--- config.mk ---
export PLATFORM = sky130hd
export DESIGN_NAME = periph_wait_bridge
export DESIGN_NICKNAME = d
export VERILOG_FILES = /design/src/inc/wait_bridge_pkg.sv /design/src/logic/conv_wait_calc.sv /design/src/logic/stall_counter.sv /design/src/logic/periph_wait_bridge.sv
export SDC_FILE = /design/constraint.sdc
export NUM_CORES = 1
export LEC_CHECK = 0
export BUFFER_PORTS_ARGS = -buffer_cell sky130_fd_sc_hd__buf_2
export CORE_MARGIN = 2
export CORE_UTILIZATION = 40
export CTS_BUF_LIST = sky130_fd_sc_hd__clkbuf_8 sky130_fd_sc_hd__clkbuf_16
export DETAILED_ROUTE_END_ITERATION = 6
export SYNTH_ARGS = -nofsm -noshare
export SYNTH_HDL_FRONTEND = slang
export SYNTH_SLANG_ARGS = --single-unit
--- constraint.sdc ---
create_clock -name clk_i -period 1.9 [get_ports clk_i]
set_input_delay 0.38 -clock clk_i [delete_from_list [all_inputs] [get_ports clk_i]]
set_output_delay 0.38 -clock clk_i [all_outputs]
set_load 0.1 [all_outputs]
--- src/inc/wait_bridge_pkg.sv ---
`default_nettype none
package wait_bridge_pkg;

    // =====================================================================
    // access targets on the peripheral side
    typedef enum logic [2:0] {
        TGT_PLAIN       = 3'h0,
        TGT_SER_A_RX    = 3'h1,
        TGT_SER_B_RX    = 3'h2,
        TGT_CONV_MODE   = 3'h3,
        TGT_CONV_CHAN   = 3'h4,
        TGT_CONV_PORT   = 3'h5,
        TGT_CONV_RESULT = 3'h6
    } target_t;

    // =====================================================================
    // conversion clock choice, as a divide of the peripheral clock
    typedef enum logic [2:0] {
        CONV_DIV2  = 3'h0,
        CONV_DIV3  = 3'h1,
        CONV_DIV4  = 3'h2,
        CONV_DIV6  = 3'h3,
        CONV_DIV8  = 3'h4,
        CONV_DIV12 = 3'h5
    } conv_div_t;

    // =====================================================================
    // bridge sequencer states
    typedef enum logic [1:0] {
        ST_IDLE = 2'h0,
        ST_WAIT = 2'h1,
        ST_XFER = 2'h2
    } bridge_state_t;

    localparam int         DATA_W          = 8;
    localparam int         WAIT_W          = 5;
    localparam int         CPU_SHIFT_W     = 3;
    // fcpu = fprs >> shift; slowest cpu clock is fprs/16
    localparam logic [2:0] CPU_SHIFT_MAX   = 3'h4;
    localparam logic [4:0] SERIAL_WAITS    = 5'h01;
    localparam logic [4:0] RESULT_MIN_WAIT = 5'h02;
    localparam logic [4:0] WAIT_OFFSET     = 5'h01;
    localparam logic [4:0] WAIT_NONE       = 5'h00;
    localparam logic [4:0] CNT_LAST        = 5'h01;

endpackage
`default_nettype wire

--- src/logic/conv_wait_calc.sv ---
`timescale 1ns/1ps
`default_nettype none
module conv_wait_calc (
    input  wire wait_bridge_pkg::target_t   target_i,
    input  wire logic                       we_i,
    input  wire wait_bridge_pkg::conv_div_t conv_sel_i,
    input  wire logic [2:0]                 cpu_shift_i,
    output logic [4:0]                      waits_o
);
    import wait_bridge_pkg::*;

    // =====================================================================
    // divider decode; anything past /12 falls back to the slowest choice
    function automatic logic [4:0] conv_divisor(input conv_div_t sel);
        case (sel)
            CONV_DIV2: conv_divisor = 5'h02;
            CONV_DIV3: conv_divisor = 5'h03;
            CONV_DIV4: conv_divisor = 5'h04;
            CONV_DIV6: conv_divisor = 5'h06;
            CONV_DIV8: conv_divisor = 5'h08;
            default:   conv_divisor = 5'h0C;
        endcase
    endfunction

    wire logic [2:0] shift;
    wire logic [5:0] twice_ratio;
    wire logic [5:0] whole;
    wire logic [5:0] frac;
    wire logic [5:0] half;
    wire logic       round_up;
    wire logic [4:0] conv_waits;
    wire logic       is_conv;
    wire logic       is_serial;

    // 2*fcpu/fad with both clocks from one source: 2*div >> shift
    assign shift       = (cpu_shift_i > CPU_SHIFT_MAX) ? CPU_SHIFT_MAX
                                                       : cpu_shift_i;
    assign twice_ratio = {conv_divisor(conv_sel_i), 1'b0};
    assign whole       = twice_ratio >> shift;
    assign frac        = twice_ratio & ((6'h01 << shift) - 6'h01);
    assign half        = (6'h01 << shift) >> 1;
    // a fraction of exactly one half is dropped, only above it rounds up
    assign round_up    = (shift != 3'h0) && (frac > half);
    assign conv_waits  = whole[4:0] + {4'h0, round_up} + WAIT_OFFSET;

    assign is_serial = !we_i && ((target_i == TGT_SER_A_RX) ||
                                 (target_i == TGT_SER_B_RX));
    assign is_conv   = (we_i && ((target_i == TGT_CONV_MODE) ||
                                 (target_i == TGT_CONV_CHAN) ||
                                 (target_i == TGT_CONV_PORT))) ||
                       (target_i == TGT_CONV_RESULT);

    // result reads never go below their two-cycle floor
    assign waits_o =
        is_serial ? SERIAL_WAITS :
        (!is_conv) ? WAIT_NONE :
        ((target_i == TGT_CONV_RESULT) && !we_i &&
         (conv_waits < RESULT_MIN_WAIT)) ? RESULT_MIN_WAIT :
        conv_waits;
endmodule
`default_nettype wire

--- src/logic/stall_counter.sv ---
`timescale 1ns/1ps
`default_nettype none
module stall_counter (
    input  wire logic       clk_i,
    input  wire logic       rst_b_i,
    input  wire logic       load_i,
    input  wire logic [4:0] value_i,
    input  wire logic       run_i,
    output logic            last_o
);
    import wait_bridge_pkg::*;

    logic [4:0] count;

    // =====================================================================
    // down counter; it holds while the peripheral clock is stopped
    always_ff @(posedge clk_i or negedge rst_b_i) begin
        if (!rst_b_i) begin
            count <= WAIT_NONE;
        end else if (load_i) begin
            count <= value_i;
        end else if (run_i && (count != WAIT_NONE)) begin
            count <= count - CNT_LAST;
        end
    end

    assign last_o = run_i && (count == CNT_LAST);
endmodule
`default_nettype wire

--- src/logic/periph_wait_bridge.sv ---
`timescale 1ns/1ps
`default_nettype none
// How it works
// - Processor side and peripheral side are separate buses, both clocked by clk_i from one source.
// - Peripheral access is repeated; data is taken only when the wait ends.
// - Stall output holds the processor for the computed wait count, plus any cycles the peripheral clock is stopped.
// - Converter setup writes: 1..5 waits at /2, 1..7 at /3.
// - Converter accesses: 1..9 waits at /4, 2..13 at /6.
// - Result reads: 2..17 waits at /8, 2..25 at /12.
// - Converter waits are two times cpu-to-conversion clock ratio plus one.
// - Fractions up to one half drop; larger fractions round up.
// - Conversion clock is one of /2 through /12 of the peripheral clock.
// - Wait figures assume cpu and peripheral clocks from one source.
module periph_wait_bridge (
    input  wire logic                       clk_i,
    input  wire logic                       rst_b_i,
    // processor side
    input  wire logic                       cpu_req_i,
    input  wire logic                       cpu_we_i,
    input  wire wait_bridge_pkg::target_t   cpu_target_i,
    input  wire logic [7:0]                 cpu_wdata_i,
    output logic                            cpu_stall_o,
    output logic                            cpu_done_o,
    output logic [7:0]                      cpu_rdata_o,
    // clock setup
    input  wire wait_bridge_pkg::conv_div_t conv_sel_i,
    input  wire logic [2:0]                 cpu_shift_i,
    input  wire logic                       prs_run_i,
    // peripheral side
    output logic                            per_req_o,
    output logic                            per_we_o,
    output wait_bridge_pkg::target_t        per_target_o,
    output logic [7:0]                      per_wdata_o,
    input  wire logic [7:0]                 per_rdata_i
);
    import wait_bridge_pkg::*;

    bridge_state_t state;
    bridge_state_t next_state;
    logic [4:0]    wait_len;
    wire logic [4:0] calc_waits;
    wire logic       cnt_last;
    wire logic       accept;
    wire logic       finish;
    wire logic       load_cnt;

    // =====================================================================
    // wait figure for the access now offered
    conv_wait_calc u_calc (
        .target_i    (cpu_target_i),
        .we_i        (cpu_we_i),
        .conv_sel_i  (conv_sel_i),
        .cpu_shift_i (cpu_shift_i),
        .waits_o     (calc_waits)
    );

    // =====================================================================
    // stall timing
    stall_counter u_cnt (
        .clk_i   (clk_i),
        .rst_b_i (rst_b_i),
        .load_i  (load_cnt),
        .value_i (calc_waits),
        .run_i   (prs_run_i),
        .last_o  (cnt_last)
    );

    // =====================================================================
    // sequencing; requests outside idle are ignored, the cpu is stalled
    assign accept   = (state == ST_IDLE) && cpu_req_i;
    assign load_cnt = accept;
    assign finish   = (state == ST_XFER);

    always_comb begin
        next_state = state;
        case (state)
            ST_IDLE: begin
                if (cpu_req_i) begin
                    next_state = (calc_waits == WAIT_NONE) ? ST_XFER
                                                           : ST_WAIT;
                end
            end
            ST_WAIT: begin
                if (cnt_last) begin
                    next_state = ST_XFER;
                end
            end
            ST_XFER: next_state = ST_IDLE;
            default: next_state = ST_IDLE;
        endcase
    end

    always_ff @(posedge clk_i or negedge rst_b_i) begin
        if (!rst_b_i) begin
            state <= ST_IDLE;
        end else begin
            state <= next_state;
        end
    end

    // =====================================================================
    // stall line: high from accept until the counter runs out
    always_ff @(posedge clk_i or negedge rst_b_i) begin
        if (!rst_b_i) begin
            cpu_stall_o <= 1'b0;
        end else if (accept) begin
            cpu_stall_o <= (calc_waits != WAIT_NONE);
        end else if (cnt_last) begin
            cpu_stall_o <= 1'b0;
        end
    end

    always_ff @(posedge clk_i or negedge rst_b_i) begin
        if (!rst_b_i) begin
            wait_len <= WAIT_NONE;
        end else if (accept) begin
            wait_len <= calc_waits;
        end
    end

    // =====================================================================
    // peripheral bus: request held across the whole wait so the far side
    // is resampled each cycle; the far side settles during the wait, so only the last
    // sample is known to be settled
    always_ff @(posedge clk_i or negedge rst_b_i) begin
        if (!rst_b_i) begin
            per_req_o    <= 1'b0;
            per_we_o     <= 1'b0;
            per_target_o <= TGT_PLAIN;
            per_wdata_o  <= 8'h00;
        end else if (accept) begin
            per_req_o    <= 1'b1;
            per_we_o     <= cpu_we_i;
            per_target_o <= cpu_target_i;
            per_wdata_o  <= cpu_wdata_i;
        end else if (finish) begin
            per_req_o    <= 1'b0;
            per_we_o     <= 1'b0;
        end
    end

    // =====================================================================
    // completion and read data; earlier samples are never passed on
    always_ff @(posedge clk_i or negedge rst_b_i) begin
        if (!rst_b_i) begin
            cpu_done_o  <= 1'b0;
            cpu_rdata_o <= 8'h00;
        end else begin
            cpu_done_o <= finish;
            if (finish && !per_we_o) begin
                cpu_rdata_o <= per_rdata_i;
            end
        end
    end

    // =====================================================================
    // checks
    logic [4:0] stall_run;

    // counts the cycles the stall has really been paid for
    always_ff @(posedge clk_i or negedge rst_b_i) begin
        if (!rst_b_i) begin
            stall_run <= WAIT_NONE;
        end else if (accept) begin
            stall_run <= WAIT_NONE;
        end else if (cpu_stall_o && prs_run_i) begin
            stall_run <= stall_run + CNT_LAST;
        end
    end

    a_stall_len_exact: assert property (
        @(posedge clk_i) disable iff (!rst_b_i)
        $fell(cpu_stall_o) |-> (stall_run == wait_len))
        else $error("stall length differs from wait count");

    a_serial_one_wait: assert property (
        @(posedge clk_i) disable iff (!rst_b_i)
        (accept && !cpu_we_i && ((cpu_target_i == TGT_SER_A_RX) ||
         (cpu_target_i == TGT_SER_B_RX))) ##1 prs_run_i
        |-> cpu_stall_o ##1 !cpu_stall_o ##1 cpu_done_o)
        else $error("serial buffer read not one wait");

    a_setup_div2_range: assert property (
        @(posedge clk_i) disable iff (!rst_b_i)
        (accept && cpu_we_i && (conv_sel_i == CONV_DIV2) &&
         (cpu_target_i == TGT_CONV_MODE))
        |-> (calc_waits >= 5'h01) && (calc_waits <= 5'h05))
        else $error("setup write wait out of range at div2");

    a_conv_div6_range: assert property (
        @(posedge clk_i) disable iff (!rst_b_i)
        (accept && cpu_we_i && (conv_sel_i == CONV_DIV6) &&
         (cpu_target_i == TGT_CONV_CHAN))
        |-> (calc_waits >= 5'h02) && (calc_waits <= 5'h0D))
        else $error("converter wait out of range at div6");

    a_result_div12_range: assert property (
        @(posedge clk_i) disable iff (!rst_b_i)
        (accept && !cpu_we_i && (conv_sel_i == CONV_DIV12) &&
         (cpu_target_i == TGT_CONV_RESULT))
        |-> (calc_waits >= 5'h02) && (calc_waits <= 5'h19))
        else $error("result read wait out of range at div12");

    a_formula_fast_cpu: assert property (
        @(posedge clk_i) disable iff (!rst_b_i)
        (accept && (cpu_shift_i == 3'h0) && (conv_sel_i == CONV_DIV4) &&
         (cpu_target_i == TGT_CONV_RESULT))
        |-> (calc_waits == 5'h09))
        else $error("wait formula wrong at full cpu speed");

    a_round_half_down: assert property (
        @(posedge clk_i) disable iff (!rst_b_i)
        (accept && (cpu_shift_i == 3'h2) && (conv_sel_i == CONV_DIV3) &&
         cpu_we_i && (cpu_target_i == TGT_CONV_PORT))
        |-> (calc_waits == 5'h02))
        else $error("half fraction was not dropped");

    a_round_up_frac: assert property (
        @(posedge clk_i) disable iff (!rst_b_i)
        (accept && (cpu_shift_i == 3'h3) && (conv_sel_i == CONV_DIV3) &&
         cpu_we_i && (cpu_target_i == TGT_CONV_PORT))
        |-> (calc_waits == 5'h02))
        else $error("large fraction was not rounded up");

    a_data_last_sample: assert property (
        @(posedge clk_i) disable iff (!rst_b_i)
        (finish && !per_we_o) |=> (cpu_rdata_o == $past(per_rdata_i)))
        else $error("read data not taken at end of wait");

    a_hold_when_stopped: assert property (
        @(posedge clk_i) disable iff (!rst_b_i)
        (cpu_stall_o && !prs_run_i) |=> cpu_stall_o)
        else $error("stall released with peripheral clock stopped");

    a_plain_no_stall: assert property (
        @(posedge clk_i) disable iff (!rst_b_i)
        (accept && (cpu_target_i == TGT_PLAIN))
        |=> !cpu_stall_o ##1 cpu_done_o)
        else $error("plain access was stalled");

    // the far side keeps seeing the request for the whole stall
    a_req_over_stall: assert property (
        @(posedge clk_i) disable iff (!rst_b_i)
        cpu_stall_o |-> per_req_o)
        else $error("peripheral request dropped during stall");

    a_req_off_done: assert property (
        @(posedge clk_i) disable iff (!rst_b_i)
        cpu_done_o |-> !per_req_o)
        else $error("peripheral request still up at completion");

    a_done_one_cycle: assert property (
        @(posedge clk_i) disable iff (!rst_b_i)
        cpu_done_o |=> !cpu_done_o)
        else $error("completion pulse longer than one cycle");

    a_setup_div3_range: assert property (
        @(posedge clk_i) disable iff (!rst_b_i)
        (accept && cpu_we_i && (conv_sel_i == CONV_DIV3) &&
         (cpu_target_i == TGT_CONV_PORT))
        |-> (calc_waits >= 5'h01) && (calc_waits <= 5'h07))
        else $error("setup write wait out of range at div3");

    a_conv_div4_range: assert property (
        @(posedge clk_i) disable iff (!rst_b_i)
        (accept && cpu_we_i && (conv_sel_i == CONV_DIV4) &&
         (cpu_target_i == TGT_CONV_MODE))
        |-> (calc_waits >= 5'h01) && (calc_waits <= 5'h09))
        else $error("converter wait out of range at div4");

    a_result_div8_range: assert property (
        @(posedge clk_i) disable iff (!rst_b_i)
        (accept && !cpu_we_i && (conv_sel_i == CONV_DIV8) &&
         (cpu_target_i == TGT_CONV_RESULT))
        |-> (calc_waits >= 5'h02) && (calc_waits <= 5'h11))
        else $error("result read wait out of range at div8");

    // a slow cpu must still pay the two-cycle floor on result reads
    a_result_floor: assert property (
        @(posedge clk_i) disable iff (!rst_b_i)
        (accept && !cpu_we_i && (cpu_target_i == TGT_CONV_RESULT))
        |-> (calc_waits >= RESULT_MIN_WAIT))
        else $error("result read below its wait floor");

    a_bad_sel_slowest: assert property (
        @(posedge clk_i) disable iff (!rst_b_i)
        (accept && cpu_we_i && (conv_sel_i > CONV_DIV12) &&
         (cpu_shift_i == 3'h0) && (cpu_target_i == TGT_CONV_PORT))
        |-> (calc_waits == 5'h19))
        else $error("unused divider code not treated as slowest");

    c_serial_read: cover property (
        @(posedge clk_i) disable iff (!rst_b_i)
        accept && (cpu_target_i == TGT_SER_B_RX) && !cpu_we_i);

    c_longest_wait: cover property (
        @(posedge clk_i) disable iff (!rst_b_i)
        accept && (calc_waits == 5'h19));

    c_paused_stall: cover property (
        @(posedge clk_i) disable iff (!rst_b_i)
        cpu_stall_o && !prs_run_i ##1 cpu_stall_o && prs_run_i);

    c_round_up_write: cover property (
        @(posedge clk_i) disable iff (!rst_b_i)
        accept && cpu_we_i && (cpu_shift_i == 3'h3) &&
        (conv_sel_i == CONV_DIV3));

    c_back_to_back: cover property (
        @(posedge clk_i) disable iff (!rst_b_i)
        cpu_done_o ##1 accept);
endmodule
`default_nettype wire

==> results by group <==
CTS
  – CTS tree: built
  – Clock Pin Slew Worst Setup and Hold Paths: approximately 70 ps
  – Later-pin clock latency in the skew report: approximately 280 ps
  – Max Buffers Root-to-Sink: 2
  – CTS root buffer: clkbuf_8
  – Htree depth: 2
  – CTS Sinks: 30
  – Cts hold-fix bufs: 0
  – CTS buffer count: 5

Timing
  – Slew HR: 56.7%
  – Period Utilization, post-route: 136%
  – Slew Viols, Final: 0
  – Final worst slack: -679 ps
  – RSZ-0062 raised after global routing: yes
  – Crit path time final: 2580 ps
  – Worst hold slack: roughly 120 ps
  – Fin. Hold Viols: 0
  – Worst slew pin tran: 650 ps
  – Clk_skew: roughly 5.9 ps
  – Max Freq: a little under 400 MHz
  – Setup Viol. Count Final: 8

Synthesis
  – Sequential area share after synthesis: just under 40%
  – Register bit count reported by yosys: 30
  – Synth Area per Inst: 8.86 sq um
  – Netlist cell types: between 50 and 60
  – Synth Flop Type: dfrtp_1
  – Number of synthesized flops with an enable pin: 0
  – Syn nets: about 250
  – Synthesized cell area: between 1500 and 2000 sq um
  – Post-synthesis cell count: approximately 210
  – Async set or reset register ratio after synthesis: 100%
  – Syn. warnings: 0

Floorplanning
  – Core Area: 4660 sq um
  – Die extent in x: roughly 73 um
  – Row count: 25
  – Initial Util: approximately two fifths
  – Die Area: roughly 5300 sq um
  – Die H: approximately 73 um
  – # IOs: 53

Layout
  – ANT cells: 0
  – Non-Filler Instances: 359
  – Final instance area: between 2000 and 3000 sq um
  – Fin util: slightly above 60%
  – Layout cells sized above 1: between 40% and 50%
  – Final nets: approximately 340
  – Layout area overhead: 49.0%

Pwr
  – Maximum vdd drop: 817 uV
  – Power Dens Cells: 1670 nW/um^2
  – Total Power: approximately 4700 uW
  – Leak pwr: 0.00136 uW

Routing
  – Drt initial violations: 62
  – Detailed-route via count: between 1500 and 2000
  – Drt first pass iters: 4
  – Drt wl/cell: 13.7 um
  – Routed WL: between 4 and 5 mm
  – Post-route ant nets: 0
  – Vias per cell: a little over 5
  – Drt drc: 0

Outcome
  – Outcome: complete, but fails checks
  – Failing checks: setup timing

Setup path
  – Crit-path leading delay family: compound AO/OA/AOI/OAI gates
  – Crit path DAT: 2730 ps
  – Crit path buf inv count: 3
  – CP Max Fanout: 4
  – Crit. Startpoint: cpu_shift_i[1]
  – Startpoint types: input port
  – Critical path required time: 2060 ps
  – CP endpoint kind: flip-flop
  – Max incr delay on CP: 320 ps
  – FF-to-FF Start: u_cnt.count[0]
  – Crit path kind: in -> reg
  – Crit-path cells: buf_12, a21oi_4, nor3_2, ha_1, a21o_1, a21oi_2, nor2b_1, o221ai_1, ha_2, inv_2, ha_4, nand2_4, a211oi_4, a31oi_4, buf_6, o32ai_4, o22ai_1
  – Crit-path slowest cell: o32ai_4

Place
  – DP Wirelength: roughly 3.6 mm
  – Placed cell area: 2470 sq um
  – Count of input and output buffers: 52
  – Inst Count DP: 344
  – Gpl congestion: between 0.8 and 0.9

GRT
  – GRT overflow: 0
  – Pin count of the biggest net entering global routing: 31
  – Antenna violations before repair: 0
  – Global-route wire length before repair: between 8 and 9 mm
  – Total Routing Usage GR: 19.7%
  – Vias in the first global route: around 1800

Run
  – Total of max-cap violations: 0

Min path
  – Hold Crit Class: in -> async
path summary, 6_finish.rpt:
check                           depth (start not counted)              to  slack, ps
worst min register to register                          2  per_wdata_o[5]        470
max in group asynchronous                               1  per_wdata_o[6]       1350
worst min-delay path                                    1  cpu_rdata_o[3]        120
min in group clk_i                                      3  per_wdata_o[0]        300
worst max register to register                          6  u_cnt.count[1]        310
worst max-delay path                                   17     cpu_stall_o       -680
flip-flops by register name, summed over array words and instances, names as in the netlist:
name,cells
per_wdata_o,8
cpu_rdata_o,8
per_we_o,1
cpu_done_o,1
state,2
per_target_o,3
cpu_stall_o,1
per_req_o,1
u_cnt.count,5
power by group:
group / internal, uW / total, uW / switching, uW
clock network: 290 / 525 / 235
registers: 936 / 1090 / 155
logic: 697 / 3100 / 2400
cell type report:
class / instances / area, sq um
Fill cell: 398 / 1840
Multi-Input combinational cell: 168 / 1240
Sequential cell: 30 / 751
Timing Repair Buffer: 92 / 639
Clock buffer: 6 / 82.6
Tap cell: 54 / 67.6
Inverter: 7 / 26.3
Clock inverter: 2 / 12.5
cells in the final DEF (no fill, tap or decap), types with 6 or more instances in the layout:
| cell type | synthesis | layout |
|---|---|---|
| buf_6 | 2 | 9 |
| ha_1 | 9 | 7 |
| buf_4 | 1 | 33 |
| nand2_1 | 43 | 42 |
| o21ai_0 | 9 | 8 |
| nor2_1 | 15 | 12 |
| dfrtp_1 | 30 | 30 |
| buf_2 | 3 | 47 |
| clkbuf_8 | 0 | 6 |
| mux2_2 | 8 | 8 |
| nor2b_1 | 11 | 11 |
stage by stage:
stage                     worst slack (ps)  setup TNS (ps)
after floorplan                       -856           -5340
after global placement                -980           -6930
after detailed placement             -1050           -7290
after CTS                             -737           -4660
after global routing                  -856           -5750
final                                 -679           -4440
synthesized netlist by cell type, types with 2 or more instances:
cell type | number | area (sq um)
a211oi_1 | 2 | 15.0
a21boi_0 | 2 | 15.0
a21oi_1 | 8 | 40.0
a2bb2oi_1 | 2 | 17.5
a31oi_1 | 2 | 12.5
and3b_2 | 2 | 20.0
buf_2 | 3 | 15.0
buf_6 | 2 | 22.5
clkbuf_1 | 3 | 11.3
conb_1 | 2 | 7.51
dfrtp_1 | 30 | 751
ha_1 | 9 | 113
inv_1 | 7 | 26.3
mux2_2 | 8 | 90.1
nand2_1 | 43 | 161
nand2b_1 | 3 | 18.8
nand3_1 | 5 | 25.0
nand3b_1 | 3 | 22.5
nand4_1 | 3 | 18.8
nor2_1 | 15 | 56.3
nor2b_1 | 11 | 68.8
nor2b_2 | 2 | 17.5
nor3_1 | 5 | 25.0
o21ai_0 | 9 | 45.0
o22ai_1 | 4 | 25.0
xnor2_1 | 2 | 17.5
xor2_1 | 3 | 26.3
repair_timing:
| item | in CTS | in global routing |
|---|---|---|
| gates resized for setup | 21 | 21 |
| cloned | 0 | 0 |
| setup buffers | 5 | 4 |
| setup endpoints to repair | 8 | 8 |
| hold endpoints to repair | 0 | 0 |
| pin swaps | 18 | 16 |
logic make-up after synthesis:
kind of cell / Yosys count / share of synthesized area (%)
muxes: 9 / 5.28
DFF: 30 / 39.6
buffers and inverters: 16 / 4.36
and+or+nand+nor: 101 / 26.5
xor gates and xnor gates: 5 / 2.31
other: 2 / 0.396
AOI/OAI and AO/OA: 42 / 15.6
adders and majority gates: 9 / 5.94
layer usage:
metal  vias up  share of wire, %  wire, um  GRT usage (%)
met1       875                47      2330           26.2
met4         0              0.47        23           6.38
met2        54                47      2320           31.5
met5         -                 0         0              0
li1        927                 -         -              -
met3         3               4.8       237           4.70
Power figures use the tool's default switching activity.
